**config.mk**
```make
export PLATFORM = sky130hd
export DESIGN_NAME = scl_core
export DESIGN_NICKNAME = d
export VERILOG_FILES = /design/src/rtl/scl_pkg.sv /design/src/rtl/scl_sync.sv /design/src/rtl/scl_core.sv
export SDC_FILE = /design/constraint.sdc
export NUM_CORES = 1
export LEC_CHECK = 0
export ABC_AREA = 1
export BUFFER_PORTS_ARGS = -buffer_cell sky130_fd_sc_hd__buf_4
export CAP_MARGIN = 30
export CORE_MARGIN = 4
export CORE_UTILIZATION = 49
export DETAILED_ROUTE_END_ITERATION = 7
export GPL_TIMING_DRIVEN = 0
export PLACE_DENSITY = 0.76
export SLEW_MARGIN = 10
export SYNTH_ARGS = -nofsm -noshare
export SYNTH_HDL_FRONTEND = slang
export SYNTH_SLANG_ARGS = --single-unit
```
**constraint.sdc**
```tcl
create_clock -name clk -period 2.2 [get_ports clk]
set_clock_uncertainty 0.1 [all_clocks]
set_input_delay 0.66 -clock clk [delete_from_list [all_inputs] [get_ports clk]]
set_output_delay 0.66 -clock clk [all_outputs]
set_load 0.005 [all_outputs]
```
**src/rtl/scl_pkg.sv**
```systemverilog
// package for the short-circuit latch-off block
package scl_pkg;

   // ----------------------------------------------------------------
   // option word layout
   // ----------------------------------------------------------------
   localparam int unsigned OPT_WORD_W  = 16;
   localparam int unsigned HS_SEL_LSB  = 7;
   localparam int unsigned HS_SEL_MSB  = 8;

   // ----------------------------------------------------------------
   // thresholds in millivolts
   // ----------------------------------------------------------------
   localparam int unsigned THR_W       = 10;
   localparam logic [9:0]  LS_THR_MV   = 10'h06E; // 110 mV
   localparam logic [9:0]  HS_THR_00   = 10'h12C; // 300 mV
   localparam logic [9:0]  HS_THR_01   = 10'h1F4; // 500 mV
   localparam logic [9:0]  HS_THR_10   = 10'h2BC; // 700 mV
   localparam logic [9:0]  HS_THR_11   = 10'h384; // 900 mV

   // ----------------------------------------------------------------
   // event counting and timing
   // ----------------------------------------------------------------
   localparam int unsigned EVT_LIMIT   = 7;
   localparam int unsigned CNT_W       = 3;
   localparam int unsigned CLK_MHZ     = 100;
   localparam int unsigned BLANK_NS    = 150;
   localparam int unsigned BLANK_CYC   = (BLANK_NS * CLK_MHZ + 999) / 1000;

   // ----------------------------------------------------------------
   // types
   // ----------------------------------------------------------------
   typedef enum logic [1:0] {
      SCL_IDLE  = 2'b00,
      SCL_BLANK = 2'b01,
      SCL_SAMP  = 2'b10,
      SCL_DONE  = 2'b11
   } scl_phase_t;

   typedef struct packed {
      logic hs_on;
      logic ls_on;
   } scl_gate_t;

   typedef struct packed {
      logic [CNT_W-1:0] hs_cnt;
      logic [CNT_W-1:0] ls_cnt;
      logic             latched;
   } scl_status_t;

   // high-side threshold decode for the core's comparator model
   function automatic logic [9:0] scl_hs_thr(input logic [1:0] sel);
      unique case (sel)
         2'b00: scl_hs_thr = HS_THR_00;
         2'b01: scl_hs_thr = HS_THR_01;
         2'b10: scl_hs_thr = HS_THR_10;
         2'b11: scl_hs_thr = HS_THR_11;
      endcase
   endfunction : scl_hs_thr

endpackage : scl_pkg

```
**src/rtl/scl_sync.sv**
```systemverilog
// three-stage synchroniser with agreement filter
`timescale 1ns/100ps
`default_nettype none
module scl_sync
   import scl_pkg::*;
#(
   parameter int unsigned WIDTH = 2
) (
   input  wire logic             clk,
   input  wire logic             rst_n,
   input  wire logic [WIDTH-1:0] async_in,
   output var  logic [WIDTH-1:0] sync_out
);

   initial begin
      if (WIDTH < 1) $error("scl_sync width must be at least one");
   end

   logic [WIDTH-1:0] s1_q, s2_q, s3_q, out_q;
   logic [WIDTH-1:0] s1_d, s2_d, s3_d, out_d;

   // ----------------------------------------------------------------
   // chain; first stage feeds only the second
   // ----------------------------------------------------------------
   always_comb begin
      s1_d  = async_in;
      s2_d  = s1_q;
      s3_d  = s2_q;
      out_d = out_q;
      for (int i = 0; i < WIDTH; i++) begin
         if (s2_q[i] == s3_q[i]) begin
            out_d[i] = s3_q[i];
         end
      end
   end

   always_ff @(posedge clk or negedge rst_n) begin
      if (!rst_n) begin
         s1_q  <= '0;
         s2_q  <= '0;
         s3_q  <= '0;
         out_q <= '0;
      end else begin
         s1_q  <= s1_d;
         s2_q  <= s2_d;
         s3_q  <= s3_d;
         out_q <= out_d;
      end
   end

   assign sync_out = out_q;

endmodule : scl_sync
`default_nettype wire

```
**src/rtl/scl_core.sv**
```systemverilog
// short-circuit latch-off core: blanking, event counters, latch
// Notes on behaviour
// - sample comparators once per cycle after blanking
// - separate high/low comparators, each own counter
// - seventh event latches off, switching stops
// - only adapter reconnect clears latched off
// - low side: switch node vs ground, 110mV
// - negative freewheel drop never counts
// - high side: input sense vs switch node
// - option bits 8:7 pick 300-900mV threshold
`timescale 1ns/100ps
`default_nettype none
module scl_core
   import scl_pkg::*;
#(
   parameter int unsigned BLANK_CYCLES = BLANK_CYC,
   parameter int unsigned EVENT_LIMIT  = EVT_LIMIT
) (
   input  wire logic                  clk,
   input  wire logic                  rst_n,
   input  wire logic                  pwm_hs_req,
   input  wire logic                  pwm_ls_req,
   input  wire logic signed [10:0]    ls_drop_mv,
   input  wire logic signed [10:0]    hs_drop_mv,
   input  wire logic [OPT_WORD_W-1:0] charger_option_word,
   output var  scl_gate_t             gate_drive,
   output var  logic                  fault,
   output var  scl_status_t           status
);

   // ----------------------------------------------------------------
   // elaboration checks
   // ----------------------------------------------------------------
   // the blank counter is eight bits wide, the event counters three
   initial begin
      if (BLANK_CYCLES < 1 || BLANK_CYCLES > 255)
         $error("blanking count must be 1..255");
      if (EVENT_LIMIT < 1 || EVENT_LIMIT > 7)
         $error("event limit must fit the 3-bit counters");
   end

   // ----------------------------------------------------------------
   // pwm requests arrive from the modulator pins; synchronise them
   // ----------------------------------------------------------------
   // three flops cost five cycles of gate latency but reject pin glitches
   logic [1:0] pwm_sync;

   scl_sync #(
      .WIDTH    (2)
   ) u_sync (
      .clk      (clk),
      .rst_n    (rst_n),
      .async_in ({pwm_hs_req, pwm_ls_req}),
      .sync_out (pwm_sync)
   );

   // ----------------------------------------------------------------
   // comparator model: sampled drop against thresholds
   // ----------------------------------------------------------------
   // drops arrive as signed millivolts; this stands in for analog comparators
   logic [9:0]  hs_thr;
   logic        ls_over;
   logic        hs_over;

   // threshold only read when sampling, so a host change mid-cycle is harmless
   always_comb begin
      hs_thr  = scl_hs_thr(charger_option_word[HS_SEL_MSB:HS_SEL_LSB]);
      // signed compare: freewheeling gives a negative drop, never over
      ls_over = (ls_drop_mv > $signed({1'b0, LS_THR_MV}));
      hs_over = (hs_drop_mv > $signed({1'b0, hs_thr}));
   end

   // ----------------------------------------------------------------
   // state
   // ----------------------------------------------------------------
   scl_phase_t       hs_ph_q,  hs_ph_d;
   scl_phase_t       ls_ph_q,  ls_ph_d;
   logic [7:0]       hs_bl_q,  hs_bl_d;
   logic [7:0]       ls_bl_q,  ls_bl_d;
   logic [CNT_W-1:0] hs_cnt_q, hs_cnt_d;
   logic [CNT_W-1:0] ls_cnt_q, ls_cnt_d;
   logic             latch_q,  latch_d;
   logic             hs_en_q,  hs_en_d;
   logic             ls_en_q,  ls_en_d;
   logic             hs_evt,   ls_evt;
   // last cycle's enables: a fresh turn-on re-arms the sample
   logic             prev_hs_q, prev_ls_q;

   // total count; seventh event of either kind trips the latch
   function automatic logic [CNT_W:0] total(input logic [CNT_W-1:0] a,
                                            input logic [CNT_W-1:0] b);
      total = {1'b0, a} + {1'b0, b};
   endfunction : total

   // ----------------------------------------------------------------
   // per-switch phase: idle, blank after turn-on, sample once, done
   // ----------------------------------------------------------------
   always_comb begin
      hs_ph_d = hs_ph_q;
      ls_ph_d = ls_ph_q;
      hs_bl_d = hs_bl_q;
      ls_bl_d = ls_bl_q;
      hs_evt  = 1'b0;
      ls_evt  = 1'b0;
      // a switch held on is sampled once only; a new turn-on re-arms it
      // high side
      if (!hs_en_q) begin
         hs_ph_d = SCL_IDLE;
      end else begin
         unique case (hs_ph_q)
            SCL_IDLE: begin
               if (!prev_hs_q) begin // new transition: start blanking
                  hs_ph_d = SCL_BLANK;
                  hs_bl_d = 8'(BLANK_CYCLES - 1);
               end
            end
            SCL_BLANK: begin
               if (hs_bl_q == 8'h00) hs_ph_d = SCL_SAMP;
               else hs_bl_d = hs_bl_q - 8'h01;
            end
            SCL_SAMP: begin
               hs_evt  = hs_over;
               hs_ph_d = SCL_DONE;
            end
            SCL_DONE: hs_ph_d = SCL_DONE;
         endcase
      end
      // low side
      if (!ls_en_q) begin
         ls_ph_d = SCL_IDLE;
      end else begin
         unique case (ls_ph_q)
            SCL_IDLE: begin
               if (!prev_ls_q) begin
                  ls_ph_d = SCL_BLANK;
                  ls_bl_d = 8'(BLANK_CYCLES - 1);
               end
            end
            SCL_BLANK: begin
               if (ls_bl_q == 8'h00) ls_ph_d = SCL_SAMP;
               else ls_bl_d = ls_bl_q - 8'h01;
            end
            SCL_SAMP: begin
               ls_evt  = ls_over;
               ls_ph_d = SCL_DONE;
            end
            SCL_DONE: ls_ph_d = SCL_DONE;
         endcase
      end
   end

   // ----------------------------------------------------------------
   // counters, latch and gate enables
   // ----------------------------------------------------------------
   // next counts, latch and enables; gates drop on the tripping edge itself
   always_comb begin
      hs_cnt_d = hs_cnt_q;
      ls_cnt_d = ls_cnt_q;
      latch_d  = latch_q;
      if (!latch_q) begin
         if (hs_evt) hs_cnt_d = hs_cnt_q + 3'h1;
         if (ls_evt) ls_cnt_d = ls_cnt_q + 3'h1;
         if (total(hs_cnt_d, ls_cnt_d) >= 4'(EVENT_LIMIT)) latch_d = 1'b1;
      end
      // nothing but rst_n (adapter present) releases the latch, so a
      // hard short cannot restart into the same fault over and over
      hs_en_d = pwm_sync[1] & ~latch_d;
      ls_en_d = pwm_sync[0] & ~pwm_sync[1] & ~latch_d;
   end

   // phase, blank and edge-detect flops
   always_ff @(posedge clk or negedge rst_n) begin
      if (!rst_n) begin
         hs_ph_q   <= SCL_IDLE;
         ls_ph_q   <= SCL_IDLE;
         hs_bl_q   <= 8'h00;
         ls_bl_q   <= 8'h00;
         prev_hs_q <= 1'b0;
         prev_ls_q <= 1'b0;
      end else begin
         hs_ph_q   <= hs_ph_d;
         ls_ph_q   <= ls_ph_d;
         hs_bl_q   <= hs_bl_d;
         ls_bl_q   <= ls_bl_d;
         prev_hs_q <= hs_en_q;
         prev_ls_q <= ls_en_q;
      end
   end

   // counter, latch and gate flops
   always_ff @(posedge clk or negedge rst_n) begin
      if (!rst_n) begin
         hs_cnt_q  <= 3'h0;
         ls_cnt_q  <= 3'h0;
         latch_q   <= 1'b0;
         hs_en_q   <= 1'b0;
         ls_en_q   <= 1'b0;
      end else begin
         hs_cnt_q  <= hs_cnt_d;
         ls_cnt_q  <= ls_cnt_d;
         latch_q   <= latch_d;
         hs_en_q   <= hs_en_d;
         ls_en_q   <= ls_en_d;
      end
   end

   // ----------------------------------------------------------------
   // outputs straight from flops
   // ----------------------------------------------------------------
   assign gate_drive = '{
      hs_on: hs_en_q,
      ls_on: ls_en_q
   };
   assign fault      = latch_q;
   assign status     = '{
      hs_cnt:  hs_cnt_q,
      ls_cnt:  ls_cnt_q,
      latched: latch_q
   };

endmodule : scl_core
`default_nettype wire

```
After elaboration in Yosys (flattened, before gate mapping) --
Index checks and enable logic that the tools add are counted.
Cells by class: add/subtract/negate cells 5, magnitude comparators 3, equal/unequal tests 19, multiplexer cells 25, bitwise logic cells 5, reduce and logical (&&, ||, !) cells 13
Operators by type and width (count):
- $pmux W10 S4 | 1
- $mux W8 | 4
- $pmux W8 S2 | 2
- $logic_not A8 Y1 | 2
- $sub A8 B1 Y8 const B | 2
- $eq A2 B2 Y1 const B | 6
- $mux W2 | 6
- $mux W3 | 4
- $ne A3 B3 Y1 const B | 4
- $pmux W2 S3 | 2
- $gt A11 B11 Y1 | 1
- $gt A11 B8 Y1 const B | 1
- $ne A2 B2 Y1 const B | 4
- $reduce_and A4 Y1 | 2
- $add A3 B1 Y3 const B | 2
- $eq A2 B1 Y1 const B | 3
- $logic_not A2 Y1 | 3
- $mux W1 | 6
- $add A3 B3 Y4 | 1
- $ge A4 B3 Y1 const B | 1
- $reduce_and A2 Y1 | 2
- $reduce_bool A2 Y1 | 2
- $reduce_or A2 Y1 | 2
- $and A1 B1 Y1 | 3
- other kinds (2) | 4
Word-level totals: register bits after elaboration 39, input port bits 42, output and inout bits 10, word-level logic and storage cells 86

Longest topological paths before layout --
depth in word-level cells 13, depth in mapped cells 20, depth with buffers taken out 20

Hierarchy --
From an unflattened synthesis, not the netlist that was laid out.
Unflattened totals: cell total of the unflattened synthesis 299, area total of the unflattened synthesis 2414.8 µm²
Modules (own cells, without submodules):
- scl_core | times used 1, cells an instance 283, area an instance 2182.1 µm²
- scl_sync | times used 1, cells an instance 16, area an instance 232.7 µm²

Worst setup path after synthesis --
Ideal clock, no wire load.
path type in2reg, start in charger_option_word[7], end reg hs_en_q, library setup time 128 ps, data arrival time 2885 ps, slack -912 ps, stages on the path 20, buffers on the path 0, path through inv_1 > ha_1 > inv_1 > ha_1 > nor2_1 > nor2_1 > nand2_1 > nand2_1 > nand2_1 > nand2_1 > nand2_1 > nand2_1 > and2_1 > ha_1 > inv_1 > fa_1 > inv_1 > nand3_1 > o221ai_1 > nor2_1
Between the ends: cells in the longest elaborated chain, start to end 13
RTL lines:
- from (decl) | line scl_core.sv:25 | input wire logic [OPT_WORD_W-1:0] charger_option_word,
- $eq A2 B2 Y1, or another cell as far along | line scl_pkg.sv:53 | unique case (sel)
- $pmux W10 S4 (*) | line scl_pkg.sv:53
- $gt A11 B11 Y1 (*) | line scl_core.sv:70 | hs_over = (hs_drop_mv > $signed({1'b0, hs_thr}));
- $mux W1 (*) | line scl_core.sv:110 | unique case (hs_ph_q)
- $mux W1 (*) | line scl_core.sv:107 | if (!hs_en_q) begin
- $mux W3 (*) | line scl_core.sv:161 | if (hs_evt) hs_cnt_d = hs_cnt_q + 3'h1;
- $mux W3 (*) | line scl_core.sv:160 | if (!latch_q) begin
- $add A3 B3 Y4 (*) | line scl_core.sv:92 | total = {1'b0, a} + {1'b0, b};
- $ge A4 B3 Y1 (*) | line scl_core.sv:163 | if (total(hs_cnt_d, ls_cnt_d) >= 4'(EVENT_LIMIT)) latch_d = 1'b1;
- $mux W1 (*) | line scl_core.sv:163
- $mux W1 (*) | line scl_core.sv:160
- net latch_d | line scl_core.sv:82 | logic latch_q, latch_d;
- $not A1 Y1 (*) | line scl_core.sv:167 | hs_en_d = pwm_sync[1] & ~latch_d;
- $and A1 B1 Y1 (*) | line scl_core.sv:167
- net hs_en_d | line scl_core.sv:83 | logic hs_en_q, hs_en_d;
- to (signal assigned) | line scl_core.sv:202 | hs_en_q <= hs_en_d;
- to (decl) | line scl_core.sv:83
The timed path passes the listed nets; every way through them passes the cells marked *. The select of a mux whose other input is x is not followed. A chain may end at the register's enable or synchronous reset.

Worst setup path in the final report --
start in charger_option_word[7], end reg ls_en_q
Between the ends: cells in the longest elaborated chain, start to end 13
RTL lines:
- $eq A2 B2 Y1, or another cell as far along | line scl_pkg.sv:53
- $pmux W10 S4 (*) | line scl_pkg.sv:53
- $gt A11 B11 Y1 (*) | line scl_core.sv:70
- $mux W1 (*) | line scl_core.sv:110
- $mux W1 (*) | line scl_core.sv:107
- $mux W3 (*) | line scl_core.sv:161
- $mux W3 (*) | line scl_core.sv:160
- $add A3 B3 Y4 (*) | line scl_core.sv:92
- $ge A4 B3 Y1 (*) | line scl_core.sv:163
- $mux W1 (*) | line scl_core.sv:163
- $mux W1 (*) | line scl_core.sv:160
- net latch_d | line scl_core.sv:82
- $not A1 Y1 (*) | line scl_core.sv:168 | ls_en_d = pwm_sync[0] & ~pwm_sync[1] & ~latch_d;
- $and A1 B1 Y1 (*) | line scl_core.sv:168
- net ls_en_d | line scl_core.sv:84 | logic ls_en_q, ls_en_d;
- to (signal assigned) | line scl_core.sv:203 | ls_en_q <= ls_en_d;
- to (decl) | line scl_core.sv:84
Marked as above.

==> results by group <==
STA
  • Slew HR: 68.1%
  • Max-slew violations: 0
  • Final hold viol count: 0
  • Crit path time final: 2900 ps
  • Period utilisation layout: 132%
  • Final setup margin: -703 ps
  • Unrepaired setup endpoints after global routing: yes
  • Max Fclk: 344 MHz
  • Setup TNS: -2000 ps
  • Slew of the pin with the lowest slew margin: 479 ps
  • Final setup violation count: 3

Pwr
  • Final Power: 1.64 mW
  • Pwr/cell area: 542 mW/mm^2
  • Leak pwr: 1.53 nW
  • Peak supply drop: 0.517 mV

Setup path
  • Worst Setup End Kind: register
  • RR Startpoint: ls_ph_q[0]
  • R2R Setup Slk: -350 ps
  • CP Launch Type: primary input
  • Worst path arrival time: 2970 ps
  • Reg2Reg Depth: 11
  • RR Endpoint: ls_en_q
  • Crit path required time: 2270 ps
  • CP Max Fanout: 3
  • Critical path type: in2reg

Clock tree
  • CTS sink cnt: 39
  • Clock transition at path regs: 80 ps
  • CTS Buffer Depth: 2
  • Clk_lat worst skew: 280 ps
  • CTS root buffer: clkbuf_8
  • CTS buffer count: 5
  • H-tree levels: 2
  • CTS tree: yes

Global routing
  • Largest net degree at the start of global routing: 40
  • Vias in the first global route: 1841
  • First-pass GRT wire length: 7810 um
  • GRT overflow: 0
  • Initial antenna violation count: 0
  • Tot GR Track Use: 15.4%

Yosys
  • Largest cells by area after synthesis: dfrtp_1 41%, nand2_1 12%, ha_1 11%
  • Synth area leader: dfrtp_1
  • Post-synth top cells: 74 x nand2_1, 41 x inv_1, 39 x dfrtp_1, 34 x nor2_1, 20 x ha_1
  • Post-synth EDFFs: 0
  • Syn Nets: 358
  • Count leader, synth: nand2_1
  • Post-Synthesis Cells: 295
  • Syn Area/Cell: 8.04 sq um
  • Top-area cell type share of the netlist area: 41.2%
  • Synth unique cells: 35
  • Yosys synthesis warning count: 0
  • Post-Syn Area: 0.00237 sq mm
  • Register bit total from synthesis: 39
  • Post-synth ARST share: 100%
  • Register area share after synthesis: 41.2%
  • Top FF cell, synth: dfrtp_1

Layout
  • Total Nets Final: 407
  • Share of layout cells above drive strength 1: 26.7%
  • Fin util: 64.4%
  • Cell Count, Final, Fillers Out: 399
  • ANT cells: 0
  • Syn-to-layout area delta: 27.4%

Place
  • Routability congestion estimate: 0.835
  • Post-DP HPWL: 3350 um
  • Placed cells: 386
  • IO Port Bufs: 37

Drt
  • DRT antenna net count: 0
  • Via density: 4.95
  • Total wire length: 4440 um
  • Wire per inst: 11.1 um
  • Via count: 1975
  • DRC Markers: 0
  • DR pass1 iterations: 4
  • Initial drt markers: 44

Floorplan
  • Core area: 0.00469 sq mm
  • Row count: 25
  • Die width: 77.6 um
  • Initial core utilization: 50.5%
  • Full die area: 0.00602 sq mm
  • Die Y: 77.6 um
  • Ports: 52

Worst hold path
  • HP Class: in2async

Outcome
  • Outcome: finished, violations left
  • Failing checks: negative setup slack

Run
  • Max_cap viols: 0
[routing by layer]
| layer | vias to the layer above | part of all wire (%) | GRT usage [%] |
|---|---|---|---|
| met4 | 0 | 0.95 | 3.74 |
| li1 | 1030 | - | - |
| met5 | - | 0 | 0 |
| met1 | 902 | 47 | 19.9 |
| met2 | 39 | 48 | 26.3 |
| met3 | 4 | 3.7 | 3.25 |
[how the worst max path moves through the flow]
stage	from	endpoint	slack (ps)	cells past startpoint
after detailed placement	charger_option_word[7]	hs_en_q	-1180	20
after global placement	charger_option_word[7]	ls_en_q	-1160	20
after global routing	charger_option_word[7]	ls_en_q	-870	21
final	charger_option_word[7]	ls_en_q	-700	20
after floorplan	charger_option_word[7]	hs_en_q	-850	20
after CTS	charger_option_word[7]	ls_en_q	-670	20
[kinds of logic (layout without fill, tap and decap cells)]
group,after synthesis,after routing,share of synthesized area (%)
AND/OR/NAND/NOR,146,146,27.0
AO/OA/AOI/OAI,29,29,7.39
adder cells (fa/ha/maj),23,23,12.2
XOR/XNOR,9,9,3.32
buffers and inverters,49,99,8.86
flip-flops,39,39,41.2
[cells in the final DEF (no fill, tap or decap), drive strengths merged]
master and n:
o221ai 1, maj3 2, nor3 3, bufinv 1
nand3b 1, or2 2, nor2 36, a21o 1
dfrtp 39, o21ai 13, a21oi 8, o31ai 1
nand2 76, nand4 5, xor2 5, xnor2 4
clkinv 3, nor4 2, inv 42, o21bai 2
nand3 18, fa 1, buf 47, ha 20
clkbuf 6, and2 3, a31oi 1, a31o 2
[layout make-up]
cell class / instances / area (sq um)
clock inverters: 3 / 43.8
fillers: 391 / 1670
repair buffers: 42 / 335
well taps: 54 / 67.6
plain buffers: 6 / 48.8
clock buffers: 5 / 68.8
multi-input cells: 207 / 1300
flip-flops and latches: 39 / 976
inverters: 43 / 179
[critical path: stages]
cell,delay (ps)
buf_12,100
inv_12,30
ha_4,250
inv_2,40
ha_4,270
inv_2,30
nor3_2,110
nand3_1,80
nand2_1,70
inv_2,50
nand2_2,80
nand2_2,50
and2_4,140
ha_4,160
inv_2,50
fa_1,410
inv_1,80
nand3_2,80
o221ai_4,160
nor2_1,70
[timing repair]
action | 4_1_cts | 5_1_grt
setup endpoints to repair | 3 | 3
hold buffers | 0 | 0
gates resized for setup | 11 | 6
buffers inserted | 4 | 1
hold endpoints to repair | 0 | 0
pin swaps | 14 | 3
[through the flow]
stage          hold WS, ps  worst slack [ps]  cell area (sq um)
4_1_cts                252              -669               2990
6_report               237              -703               3020
2_1_floorplan          231              -846               2450
3_5_place_dp           235             -1180               2790
3_3_place_gp           231             -1160               2790
5_1_grt                259              -872               3020
[power by group]
part	internal (mW)	switching [mW]
logic	0.146	0.144
clock network	0.338	0.247
registers	0.740	0.0219
[flip-flops by register name (all words and copies together), names as in the netlist]
| signal | flops |
|---|---|
| prev_hs_q | 1 |
| hs_cnt_q | 3 |
| u_sync.s2_q | 2 |
| ls_bl_q | 8 |
| hs_en_q | 1 |
| u_sync.s1_q | 2 |
| prev_ls_q | 1 |
| hs_ph_q | 2 |
| ls_cnt_q | 3 |
| fault | 1 |
| ls_en_q | 1 |
| u_sync.s3_q | 2 |
| hs_bl_q | 8 |
| u_sync.sync_out | 2 |
| ls_ph_q | 2 |
Note: power is estimated with default switching activity, not from simulation.
